`config.mk`:
```
export PLATFORM = sky130hd
export DESIGN_NAME = supply_trip_detector
export DESIGN_NICKNAME = d
export VERILOG_FILES = /design/src/rtl/trip_detect_pkg.sv /design/src/rtl/settle_timer.sv /design/src/rtl/supply_trip_detector.sv
export SDC_FILE = /design/constraint.sdc
export NUM_CORES = 1
export LEC_CHECK = 0
export BUFFER_PORTS_ARGS = -buffer_cell sky130_fd_sc_hd__buf_2
export CORE_MARGIN = 1.5
export CORE_UTILIZATION = 40
export CTS_CLUSTER_DIAMETER = 60
export DETAILED_ROUTE_END_ITERATION = 16
export PLACE_DENSITY = 0.65
export SLEW_MARGIN = 20
export SYNTH_ARGS = -nofsm -noshare
export SYNTH_HDL_FRONTEND = slang
export SYNTH_HIERARCHICAL = 1
export SYNTH_SLANG_ARGS = --single-unit
```
`constraint.sdc`:
```
create_clock -name i_sys_clk -period 3.9 [get_ports i_sys_clk]
set_input_delay 0.39 -clock i_sys_clk [delete_from_list [all_inputs] [get_ports i_sys_clk]]
set_output_delay 0.39 -clock i_sys_clk [all_outputs]
set_load 0.01 [all_outputs]
```
`src/rtl/trip_detect_pkg.sv`:
```
// Constants shared by the supply trip detector design
//
// Behaviour
// - Detector circuitry active only while enable set
// - Each enable rise starts a stabilization interval
// - Read-only stable flag at control bit 5
// - No voltage event before stable flag set
// - Bit 7 selects fall-below or rise-above detection
// - Crossing in selected direction sets event flag
// - Bits 3..0 select one of 16 levels
// - Code 1111 routes external input to comparator
// - No event until settle interval has expired
// - Event flag at flag register bit 2
// - Detector runs in sleep, crossing wakes device
// - Reset returns control register, detector off
package trip_detect_pkg;

  // Register port widths
  localparam int ADDR_W = 8;
  localparam int DATA_W = 8;

  // Register offsets
  localparam logic [ADDR_W-1:0] CTRL_OFFSET = 8'h00;
  localparam logic [ADDR_W-1:0] FLAG_OFFSET = 8'h01;
  localparam logic [ADDR_W-1:0] MASK_OFFSET = 8'h02;
  localparam logic [ADDR_W-1:0] LIVE_OFFSET = 8'h03;

  // Control register field positions
  localparam int DIR_BIT    = 7;
  localparam int RSVD_BIT   = 6;
  localparam int STABLE_BIT = 5;
  localparam int ENABLE_BIT = 4;
  localparam int LEVEL_LSB  = 0;
  localparam int LEVEL_W    = 4;

  // Flag and mask register field positions
  localparam int VOLT_EVT_BIT   = 2;
  localparam int SETTLE_EVT_BIT = 0;

  // Live state register field positions
  localparam int LIVE_CMP_BIT   = 0;
  localparam int LIVE_CROSS_BIT = 1;

  // Reset values
  localparam logic [LEVEL_W-1:0] LEVEL_RESET = 4'h5;
  localparam logic               DIR_RESET   = 1'b0;
  localparam logic               EN_RESET    = 1'b0;
  localparam logic [DATA_W-1:0]  MASK_RESET  = 8'h00;

  // Trip level codes
  localparam logic [LEVEL_W-1:0] LEVEL_EXTERNAL = 4'hf;
  localparam int                 NUM_TAPS       = 15;

  // Reference settle time and its cycle count at 250 MHz
  localparam int CLK_PERIOD_PS         = 4000;
  localparam int REF_SETTLE_TIME_NS    = 10000;
  localparam int REF_SETTLE_CYCLES     =
    (REF_SETTLE_TIME_NS * 1000 + CLK_PERIOD_PS - 1) / CLK_PERIOD_PS;

endpackage

```
`src/rtl/settle_timer.sv`:
```
// Reference stabilization timer for the supply trip detector
`timescale 1ns/100ps
module settle_timer #(
  parameter int CYCLES = trip_detect_pkg::REF_SETTLE_CYCLES
) (
  input  wire logic i_sys_clk,
  input  wire logic i_reset_n,
  input  wire logic i_enable,
  output logic      o_stable,
  output logic      o_settled
);
  import trip_detect_pkg::*;

  localparam int CNT_W = $clog2(CYCLES + 1);
  localparam logic [CNT_W-1:0] LAST = CNT_W'(CYCLES - 1);

  logic [CNT_W-1:0] count_r;

  // Counts enabled cycles, restarts whenever enable drops
  always_ff @(posedge i_sys_clk) begin
    if (!i_reset_n || !i_enable) begin
      count_r <= '0;
    end else if (!o_stable) begin
      count_r <= count_r + CNT_W'(1);
    end
  end

  // Stable once the whole interval has passed
  always_ff @(posedge i_sys_clk) begin
    if (!i_reset_n || !i_enable) begin
      o_stable <= 1'b0;
    end else if (count_r == LAST) begin
      o_stable <= 1'b1;
    end
  end

  // One-cycle pulse when stability is reached
  always_ff @(posedge i_sys_clk) begin
    if (!i_reset_n) begin
      o_settled <= 1'b0;
    end else begin
      o_settled <= i_enable && !o_stable && (count_r == LAST);
    end
  end

endmodule // settle_timer

```
`src/rtl/supply_trip_detector.sv`:
```
// Digital control and event logic of the supply trip detector
`timescale 1ns/100ps
module supply_trip_detector #(
  parameter int SETTLE_CYCLES = trip_detect_pkg::REF_SETTLE_CYCLES,
  parameter int TAPS          = trip_detect_pkg::NUM_TAPS
) (
  input  wire logic                                i_sys_clk,
  input  wire logic                                i_reset_n,
  // Register port
  input  wire logic [trip_detect_pkg::ADDR_W-1:0]  i_addr,
  input  wire logic [trip_detect_pkg::DATA_W-1:0]  i_wdata,
  input  wire logic                                i_wr,
  input  wire logic                                i_rd,
  output logic      [trip_detect_pkg::DATA_W-1:0]  o_rdata,
  // Analogue comparator side
  input  wire logic                                i_supply_above_level,
  output logic                                     o_detector_power,
  output logic      [TAPS-1:0]                     o_tap_select,
  output logic                                     o_external_select,
  output logic                                     o_trip_direction,
  // Event side
  output logic                                     o_event_flag,
  output logic                                     o_wake_request,
  output logic                                     o_irq
);
  import trip_detect_pkg::*;

  // Control register fields
  logic               dir_r;
  logic               enable_r;
  logic [LEVEL_W-1:0] level_r;

  // Flag and mask registers
  logic               volt_flag_r;
  logic               volt_flag_nxt;
  logic               settle_flag_r;
  logic               settle_flag_nxt;
  logic               volt_mask_r;
  logic               settle_mask_r;
  logic               volt_mask_nxt;
  logic               settle_mask_nxt;
  logic               volt_clr;
  logic               settle_clr;

  // Register views as software reads them
  logic [DATA_W-1:0]  ctrl_view;
  logic [DATA_W-1:0]  flag_view;
  logic [DATA_W-1:0]  mask_view;
  logic [DATA_W-1:0]  live_view;

  // Timer outputs
  logic               stable;
  logic               settled;

  // Decoded accesses
  logic               wr_ctrl;
  logic               wr_flag;
  logic               wr_mask;
  logic               hit;
  logic               level_is_ext;

  // Event terms
  logic               crossing;
  logic               detector_live;
  logic               volt_event;

  // Output flops
  logic [DATA_W-1:0]  rdata_r;
  logic [DATA_W-1:0]  rdata_nxt;
  logic [TAPS-1:0]    tap_r;
  logic [TAPS-1:0]    tap_nxt;
  logic               ext_sel_r;
  logic               power_r;
  logic               direction_r;
  logic               irq_r;
  logic               wake_r;
  logic               irq_nxt;

  // Address decode of write strobes and of the register hit
  assign wr_ctrl = i_wr && (i_addr == CTRL_OFFSET);
  assign wr_flag = i_wr && (i_addr == FLAG_OFFSET);
  assign wr_mask = i_wr && (i_addr == MASK_OFFSET);
  assign hit     = (i_addr == CTRL_OFFSET) || (i_addr == FLAG_OFFSET) ||
                   (i_addr == MASK_OFFSET) || (i_addr == LIVE_OFFSET);

  // Top level code hands the comparator to the external pin
  assign level_is_ext = (level_r == LEVEL_EXTERNAL);

  // Direction select field
  always_ff @(posedge i_sys_clk) begin
    if (!i_reset_n) begin
      dir_r <= DIR_RESET;
    end else if (wr_ctrl) begin
      dir_r <= i_wdata[DIR_BIT];
    end
  end

  // Power enable field
  always_ff @(posedge i_sys_clk) begin
    if (!i_reset_n) begin
      enable_r <= EN_RESET;
    end else if (wr_ctrl) begin
      enable_r <= i_wdata[ENABLE_BIT];
    end
  end

  // Trip level field
  always_ff @(posedge i_sys_clk) begin
    if (!i_reset_n) begin
      level_r <= LEVEL_RESET;
    end else if (wr_ctrl) begin
      level_r <= i_wdata[LEVEL_LSB +: LEVEL_W];
    end
  end

  // Stabilization tracking, restarted on every enable
  settle_timer #(
    .CYCLES    (SETTLE_CYCLES)
  ) u_settle (
    .i_sys_clk (i_sys_clk),
    .i_reset_n (i_reset_n),
    .i_enable  (enable_r),
    .o_stable  (stable),
    .o_settled (settled)
  );

  // Comparator result in the selected direction
  always_comb begin
    if (dir_r) begin
      crossing = i_supply_above_level;
    end else begin
      crossing = !i_supply_above_level;
    end
  end

  // Detector is live once enabled and settled
  assign detector_live = enable_r && stable;

  // Only a live detector raises an event
  assign volt_event = detector_live && crossing;

  // Write-one clears of the sticky flags
  assign volt_clr   = wr_flag && i_wdata[VOLT_EVT_BIT];
  assign settle_clr = wr_flag && i_wdata[SETTLE_EVT_BIT];

  // Voltage event flag, set wins over a write-one clear
  always_comb begin
    volt_flag_nxt = volt_flag_r;
    if (volt_clr) begin
      volt_flag_nxt = 1'b0;
    end
    if (volt_event) begin
      volt_flag_nxt = 1'b1;
    end
  end

  // Settle event flag, set wins over a write-one clear
  always_comb begin
    settle_flag_nxt = settle_flag_r;
    if (settle_clr) begin
      settle_flag_nxt = 1'b0;
    end
    if (settled) begin
      settle_flag_nxt = 1'b1;
    end
  end

  // Voltage event flag register, sticky until cleared
  always_ff @(posedge i_sys_clk) begin
    if (!i_reset_n) begin
      volt_flag_r <= 1'b0;
    end else begin
      volt_flag_r <= volt_flag_nxt;
    end
  end

  // Settle event flag register, sticky until cleared
  always_ff @(posedge i_sys_clk) begin
    if (!i_reset_n) begin
      settle_flag_r <= 1'b0;
    end else begin
      settle_flag_r <= settle_flag_nxt;
    end
  end

  // Mask next values, loaded by a mask write
  always_comb begin
    volt_mask_nxt   = volt_mask_r;
    settle_mask_nxt = settle_mask_r;
    if (wr_mask) begin
      volt_mask_nxt   = i_wdata[VOLT_EVT_BIT];
      settle_mask_nxt = i_wdata[SETTLE_EVT_BIT];
    end
  end

  // Voltage event mask bit
  always_ff @(posedge i_sys_clk) begin
    if (!i_reset_n) begin
      volt_mask_r <= MASK_RESET[VOLT_EVT_BIT];
    end else begin
      volt_mask_r <= volt_mask_nxt;
    end
  end

  // Settle event mask bit
  always_ff @(posedge i_sys_clk) begin
    if (!i_reset_n) begin
      settle_mask_r <= MASK_RESET[SETTLE_EVT_BIT];
    end else begin
      settle_mask_r <= settle_mask_nxt;
    end
  end

  // Control register as read back, bit 6 unimplemented
  always_comb begin
    ctrl_view                        = '0;
    ctrl_view[DIR_BIT]               = dir_r;
    ctrl_view[RSVD_BIT]              = 1'b0;
    ctrl_view[STABLE_BIT]            = stable;
    ctrl_view[ENABLE_BIT]            = enable_r;
    ctrl_view[LEVEL_LSB +: LEVEL_W]  = level_r;
  end

  // Flag register as read back, unused bits zero
  always_comb begin
    flag_view                  = '0;
    flag_view[VOLT_EVT_BIT]    = volt_flag_r;
    flag_view[SETTLE_EVT_BIT]  = settle_flag_r;
  end

  // Mask register as read back, same layout as the flags
  always_comb begin
    mask_view                  = '0;
    mask_view[VOLT_EVT_BIT]    = volt_mask_r;
    mask_view[SETTLE_EVT_BIT]  = settle_mask_r;
  end

  // Live comparator state for polling software
  always_comb begin
    live_view                  = '0;
    live_view[LIVE_CMP_BIT]    = i_supply_above_level;
    live_view[LIVE_CROSS_BIT]  = volt_event;
  end

  // Read mux, unmapped addresses and idle cycles give zero
  always_comb begin
    rdata_nxt = '0;
    if (i_rd && hit) begin
      case (i_addr)
        CTRL_OFFSET: begin
          rdata_nxt = ctrl_view;
        end
        FLAG_OFFSET: begin
          rdata_nxt = flag_view;
        end
        MASK_OFFSET: begin
          rdata_nxt = mask_view;
        end
        LIVE_OFFSET: begin
          rdata_nxt = live_view;
        end
        default: begin
          rdata_nxt = '0;
        end
      endcase
    end
  end

  // Read data, valid only in the cycle after the strobe
  always_ff @(posedge i_sys_clk) begin
    if (!i_reset_n) begin
      rdata_r <= '0;
    end else begin
      rdata_r <= rdata_nxt;
    end
  end

  // One-hot divider tap select, code i picks tap i
  generate
    for (genvar i = 0; i < TAPS; i++) begin : g_tap
      assign tap_nxt[i] = enable_r && (level_r == LEVEL_W'(i));
      always_ff @(posedge i_sys_clk) begin
        if (!i_reset_n) begin
          tap_r[i] <= 1'b0;
        end else begin
          tap_r[i] <= tap_nxt[i];
        end
      end
    end
  endgenerate

  // External input replaces the divider on the top code
  always_ff @(posedge i_sys_clk) begin
    if (!i_reset_n) begin
      ext_sel_r <= 1'b0;
    end else begin
      ext_sel_r <= enable_r && level_is_ext;
    end
  end

  // Analogue power drive follows the enable bit
  always_ff @(posedge i_sys_clk) begin
    if (!i_reset_n) begin
      power_r <= 1'b0;
    end else begin
      power_r <= enable_r;
    end
  end

  // Direction drive to the comparator
  always_ff @(posedge i_sys_clk) begin
    if (!i_reset_n) begin
      direction_r <= DIR_RESET;
    end else begin
      direction_r <= dir_r;
    end
  end

  // Unmasked sticky flags, in step with the flag and mask registers
  assign irq_nxt = (volt_flag_nxt && volt_mask_nxt) ||
                   (settle_flag_nxt && settle_mask_nxt);

  // Level interrupt from unmasked sticky flags
  always_ff @(posedge i_sys_clk) begin
    if (!i_reset_n) begin
      irq_r <= 1'b0;
    end else begin
      irq_r <= irq_nxt;
    end
  end

  // Wake request follows the voltage event flag, also asleep
  always_ff @(posedge i_sys_clk) begin
    if (!i_reset_n) begin
      wake_r <= 1'b0;
    end else begin
      wake_r <= volt_flag_nxt;
    end
  end

  // Outputs straight from flops
  assign o_rdata           = rdata_r;
  assign o_tap_select      = tap_r;
  assign o_external_select = ext_sel_r;
  assign o_detector_power  = power_r;
  assign o_trip_direction  = direction_r;
  assign o_event_flag      = volt_flag_r;
  assign o_wake_request    = wake_r;
  assign o_irq             = irq_r;

endmodule // supply_trip_detector

```
**Word level (Yosys, flattened, before mapping)**

Index checks and enable logic that the tools add are counted.

- Register bits after elaboration: 51
- Input bits: 21

- Add/sub/neg operators: 1
- Equal/unequal tests: 19
- Muxes and demuxes: 8
- Reduce and logical (&&, ||, !) cells: 40

Operators with widths:

| kind | count |
|---|---|
| equality test 4 bit (second input constant) | 8 |
| case mux 8 bit (4 select lines) | 1 |
| logical AND 1 bit | 28 |
| equality test 4 x 3 -> 1 bit (second input constant) | 4 |
| equality test 8 x 2 -> 1 bit (second input constant) | 2 |
| adder 12 x 1 -> 12 bit (second input constant) | 1 |
| equality test 12 bit (second input constant) | 1 |
| equality test 4 x 2 -> 1 bit (second input constant) | 2 |
| equality test 8 x 1 -> 1 bit (second input constant) | 1 |
| zero test 8 bit | 1 |
| two-way mux 1 bit | 7 |
| logical OR 1 bit | 5 |
| equality test 4 x 1 -> 1 bit (second input constant) | 1 |
| zero test 1 bit | 4 |
| zero test 4 bit | 1 |
| AND reduction 2 bit | 1 |

**Longest topological paths before layout**

- Depth after elaboration: 7
- Depth in mapped cells: 5
- Mapped depth without buffers: 4

**Modules after synthesis**

The synthesis kept the hierarchy.

By module, submodules not included:

| module | instances | cells an instance | area each (µm²) | seq. area each (µm²) |
|---|---|---|---|---|
| supply_trip_detector | 1 | 121 | 1261.2 | 720.7 |
| settle_timer | 1 | 69 | 655.6 | 280.3 |

**Worst setup path before layout**

OpenSTA, ideal clock, no wires.

- Kind: in2reg
- From: input port i_addr[5] in the netlist's numbering
- To: register irq_r (netlist: o_irq)
- Setup time: 59 ps
- Arrival: 1349 ps
- Data required time: 3841 ps
- Path slack: 2493 ps
- Stages on the path: 4
- Path buffers: 0
- Path through: nor4_4 and4_4 mux2i_1 a22o_1

- Cells in the longest elaborated chain, start to end: 7
- Elaborated cells between the ends (all ways): 15
- Classes of those cells: eq/ne (2); mux (6); reduce/logical (7)

Ends and longest elaborated chain:

| element | line | RTL |
|---|---|---|
| start, declared | supply_trip_detector.sv:10 | `input wire logic [trip_detect_pkg::ADDR_W-1:0] i_addr,` |
| equality test 8 x 1 -> 1 bit | supply_trip_detector.sv:81 | `assign wr_flag = i_wr && (i_addr == FLAG_OFFSET);` |
| logical AND 1 bit | supply_trip_detector.sv:81 |  |
| logical AND 1 bit, on equally long branches | supply_trip_detector.sv:143, supply_trip_detector.sv:144 |  |
| two-way mux 1 bit, on equally long branches | supply_trip_detector.sv:149, supply_trip_detector.sv:160 |  |
| two-way mux 1 bit, on equally long branches | supply_trip_detector.sv:152, supply_trip_detector.sv:163 |  |
| logical AND 1 bit, on equally long branches | supply_trip_detector.sv:320, supply_trip_detector.sv:321 |  |
| logical OR 1 bit (*) | supply_trip_detector.sv:320 | `assign irq_nxt = (volt_flag_nxt && volt_mask_nxt) \|\|` |
| end signal, assigned | supply_trip_detector.sv:328 | `irq_r <= irq_nxt;` |
| end, declared | supply_trip_detector.sv:75 | `logic irq_r;` |

Mark *: on every way between the ends. The rest lies on a longest branch, timed or not.
A chain may end at the register's enable or synchronous reset.

**Worst setup path after layout**

- From: register u_settle.count_r[0]
- To: register u_settle.count_r[10]

- Cells in the longest elaborated chain, start to end: 1

Ends and longest elaborated chain:

| element | line | RTL |
|---|---|---|
| start, declared | settle_timer.sv:17 | `logic [CNT_W-1:0] count_r;` |
| start signal, assigned | settle_timer.sv:24 | `count_r <= count_r + CNT_W'(1);` |
| adder 12 x 1 -> 12 bit | settle_timer.sv:24 |  |

No other way between the ends.

==> impl_summary.log <==
INFO  metric floorplan.die.height = around 72 um
INFO  metric hold_path_cells = 3
INFO  metric place_area = 2170 sq um
INFO  metric core.rowCount = 25
INFO  metric drt_drc_violations_left = 0
INFO  metric run_status = finished clean
INFO  metric cts_buffer_depth = 2
INFO  metric post_synth_num_cell_types = 42
INFO  metric placed_cells = roughly 280
INFO  metric place.gp.congestion = 0.732
INFO  metric synthesis.area = 1920 sq um
INFO  metric origin_of_the_critical_flop_to_flop_path = u_settle/count_r[0]$_SDFFE_PP0N_
INFO  metric dp.final_hpwl = 2570 um
INFO  metric worst_r2r_setup_slack = 2.34 ns
INFO  metric layout.filler_cells = between 400 and 500
INFO  metric worst_hold_startpoint = i_rd
INFO  metric detailedPlace.worstSlack = ~2.2 ns
INFO  metric groute.usage.overall = 0.141
INFO  metric num_antenna_cells = 0
INFO  metric worst_path_required = 4.13 ns
INFO  metric synth_edf_count = 0
INFO  metric ys_seq_area_frac = 0.522
INFO  metric route.detailed.wl_per_inst = approximately 12 um
INFO  metric ys_warn_count = 6
INFO  metric yosys-top-cells-area = dfxtp_1 52%, mux2i_1 5.2%, nor2_1 4.3%, nand2_1 2.9%, a21oi_1 2.3%
INFO  metric clk_pin_slew_worst_paths = 0.10 ns
INFO  metric worst_ir_drop_vdd = 0.198 mV
INFO  metric timing.final.setup_violations = 0
INFO  metric layout_common_cells = 50 x dfxtp_1, 46 x buf_2, 22 x nor2_1, 15 x nand2_1, 10 x mux2i_1
INFO  metric hold_viol = 0
INFO  metric clk-insertion-delay-late = 0.30 ns
INFO  metric maxClockFrequency = 640 MHz
INFO  metric synthesis.nets = 212
INFO  metric effective_utilization_at_floorplan = 0.411
INFO  metric hold_path.class = input pin to flip-flop
INFO  metric cts_root_buffer = clkbuf_8
INFO  metric min_delay_worst_endpoint = o_rdata[4]$_SDFF_PN0_
INFO  metric antenna_found_initial = 0
INFO  metric report.power.total = 847 uW
INFO  metric max_cap_violations = 0
INFO  metric globalRoute.totalOverflow = 0
INFO  metric synth_top_area_share = 0.522
INFO  metric avgViaCountPerCell = just over 5
INFO  metric cts_inserted_buffers = 5
INFO  metric hold_buffers = 0
INFO  metric share_of_cells_above_drive_strength_1 = 0.275
INFO  metric critPathCaptureType = flip-flop
INFO  metric worst_slack = 2.34 ns
INFO  metric drt.antenna.violating_nets = 0
INFO  metric timing.hold.ws = 0.322 ns
INFO  metric grt_setup_unrepaired = false
INFO  metric synth-main-ff-cell = dfxtp_1
INFO  metric clock_tree_from_tritoncts = done
INFO  metric critical_path.cell_chain = ha_1, nand3b_1, or4_1, a21oi_1
INFO  metric timing.reg2reg.worst_path_depth = 4
INFO  metric first_pass_grt_wire_length = 5730 um
INFO  metric power.density = 374 nW/um^2
INFO  metric postCtsSetupRepairBufs = 0
INFO  metric fin_tns_setup = 0 ns
INFO  metric htree_levels = 2
INFO  metric post-route-cell-area = 2260 sq um
INFO  metric drt_iter0_drc = 47
INFO  metric clock_skew = 0.00821 ns
INFO  metric crit_start = u_settle/count_r[0]$_SDFFE_PP0N_
INFO  metric start_kind = flip-flop
INFO  metric yosysTopAreaCell = dfxtp_1
INFO  metric flow.area_growth_from_synthesis = 18.1%
INFO  metric average_size_of_a_mapped_cell = 10.1 sq um
INFO  metric final_net_count = between 200 and 300
INFO  metric timing_worst_setup_path_type = flip-flop to flip-flop
INFO  metric post_synth_inst_count = 190
INFO  metric cts-resized-gates = 0
INFO  metric tcrit_tclk_final = 0.401
INFO  metric worst_r2r_endpoint = u_settle/count_r[10]$_SDFFE_PP0N_
INFO  metric slew_viol_final = 0
INFO  metric io_buffers = 46
INFO  metric multi_input_area = 855 sq um
INFO  metric final_cell_count_no_fill = 290
INFO  metric largest_net_degree_at_the_start_of_global_routing = 19
INFO  metric ios = 50
INFO  metric crit_path_max_fanout = 6
INFO  metric firstDrtPassIters = 4
INFO  metric cpPeakStageDelay = 0.51 ns
INFO  metric post-route-min-period = around 1.6 ns
INFO  metric number_of_global_route_vias_before_repair = approximately 1300
INFO  metric critical_path_arrival = approximately 1.8 ns
INFO  metric wirelength = 3560 um
INFO  metric layout.area.seq = 1000 sq um
INFO  metric ys_seq_elements = 50
INFO  metric timing.critical_path.slowest_stage_cell = or4_1
INFO  metric p_leak = 1.00 nW
INFO  metric design.core.area = 4660 sq um
INFO  metric vias = 1473
INFO  metric die_w = 72.2 um
INFO  metric share_of_the_core_filled_with_cells_in_the_final_layout = 0.486
INFO  metric async_reset_ff_frac = 0
INFO  metric cts.sinks = 50
INFO  metric dieArea = 5220 sq um
INFO  metric mostFrequentLayoutCell = dfxtp_1
-- cell type report --
cell class                      instances  area share
Sequential cell                        50       0.442
Multi-Input combinational cell        128       0.378
Timing Repair Buffer                   46       0.102
Clock buffer                            5      0.0304
Tap cell                               54      0.0299
Clock inverter                          3      0.0116
Inverter                                4     0.00663
-- Yosys cell counts (2+ instances only) --
| cell | instances |
|---|---|
| or3_1 | 4 |
| clkbuf_1 | 4 |
| or4_1 | 4 |
| nor4_1 | 2 |
| o21ai_0 | 4 |
| nand4_1 | 4 |
| nor3_1 | 4 |
| and2_1 | 7 |
| nand3_1 | 6 |
| a21oi_1 | 9 |
| mux2i_1 | 10 |
| o31ai_1 | 5 |
| nor2_1 | 22 |
| dfxtp_1 | 50 |
| xor2_1 | 3 |
| nand2_1 | 15 |
| buf_4 | 2 |
| nand2b_1 | 2 |
| nor2b_1 | 5 |
| inv_1 | 4 |
| nand3b_1 | 2 |
| a21o_1 | 2 |
-- report_power, final --
group / switching [mW] / internal [mW] / leakage (nW) / total (mW)
logic: 0.0141 / 0.0118 / 0.553 / 0.0259
registers: 0.000159 / 0.510 / 0.403 / 0.510
clock network: 0.178 / 0.132 / 0.0491 / 0.311
total: 0.193 / 0.654 / 1.00 / 0.847
-- critical path: cells and delay by family, from the launching register on --
kind / cells / cell delay (ns)
simple gates: 2 / 0.70
flops: 1 / 0.42
fa+ha+maj: 1 / 0.22
compound gates: 1 / 0.14
-- worst max path at each step --
stage,to,depth (start not counted)
floorplan,o_irq$_SDFF_PN0_,4
global placement,o_rdata[7]$_SDFF_PN0_,5
detailed placement,o_rdata[7]$_SDFF_PN0_,5
CTS,u_settle/count_r[10]$_SDFFE_PP0N_,4
global route,u_settle/count_r[10]$_SDFFE_PP0N_,4
finish,u_settle/count_r[10]$_SDFFE_PP0N_,4
-- state kept, by name (all words and copies together), names as in the netlist --
register and flops:
o_wake_request 1, o_irq 1, o_tap_select 15, enable_r 1, o_trip_direction 1, level_r 4
settle_flag_r 1, o_external_select 1, u_settle/o_stable 1, o_rdata 7, volt_mask_r 1, u_settle/o_settled 1
settle_mask_r 1, o_detector_power 1, u_settle/count_r 12, dir_r 1
-- layer usage --
metal,vias to the layer above,wire length (um),share of wire,track usage
met5,-,0,0,0
met4,0,46,0.013,0.0566
met3,7,241,0.068,0.0375
met2,55,1610,0.45,0.225
met1,661,1670,0.47,0.181
li1,750,-,-,-
-- cells by family (layout without fill, tap and decap cells) --
family,Yosys count,count (layout),share of synthesized area
fa+ha+maj,1,1,0.00653
flops,50,50,0.522
buf+inv,12,58,0.0320
simple gates,89,89,0.286
compound gates,22,22,0.0692
mux,11,11,0.0640
other cells,1,1,0.00196
xor+xnor,4,4,0.0183
Power figures use the tool's default switching activity.
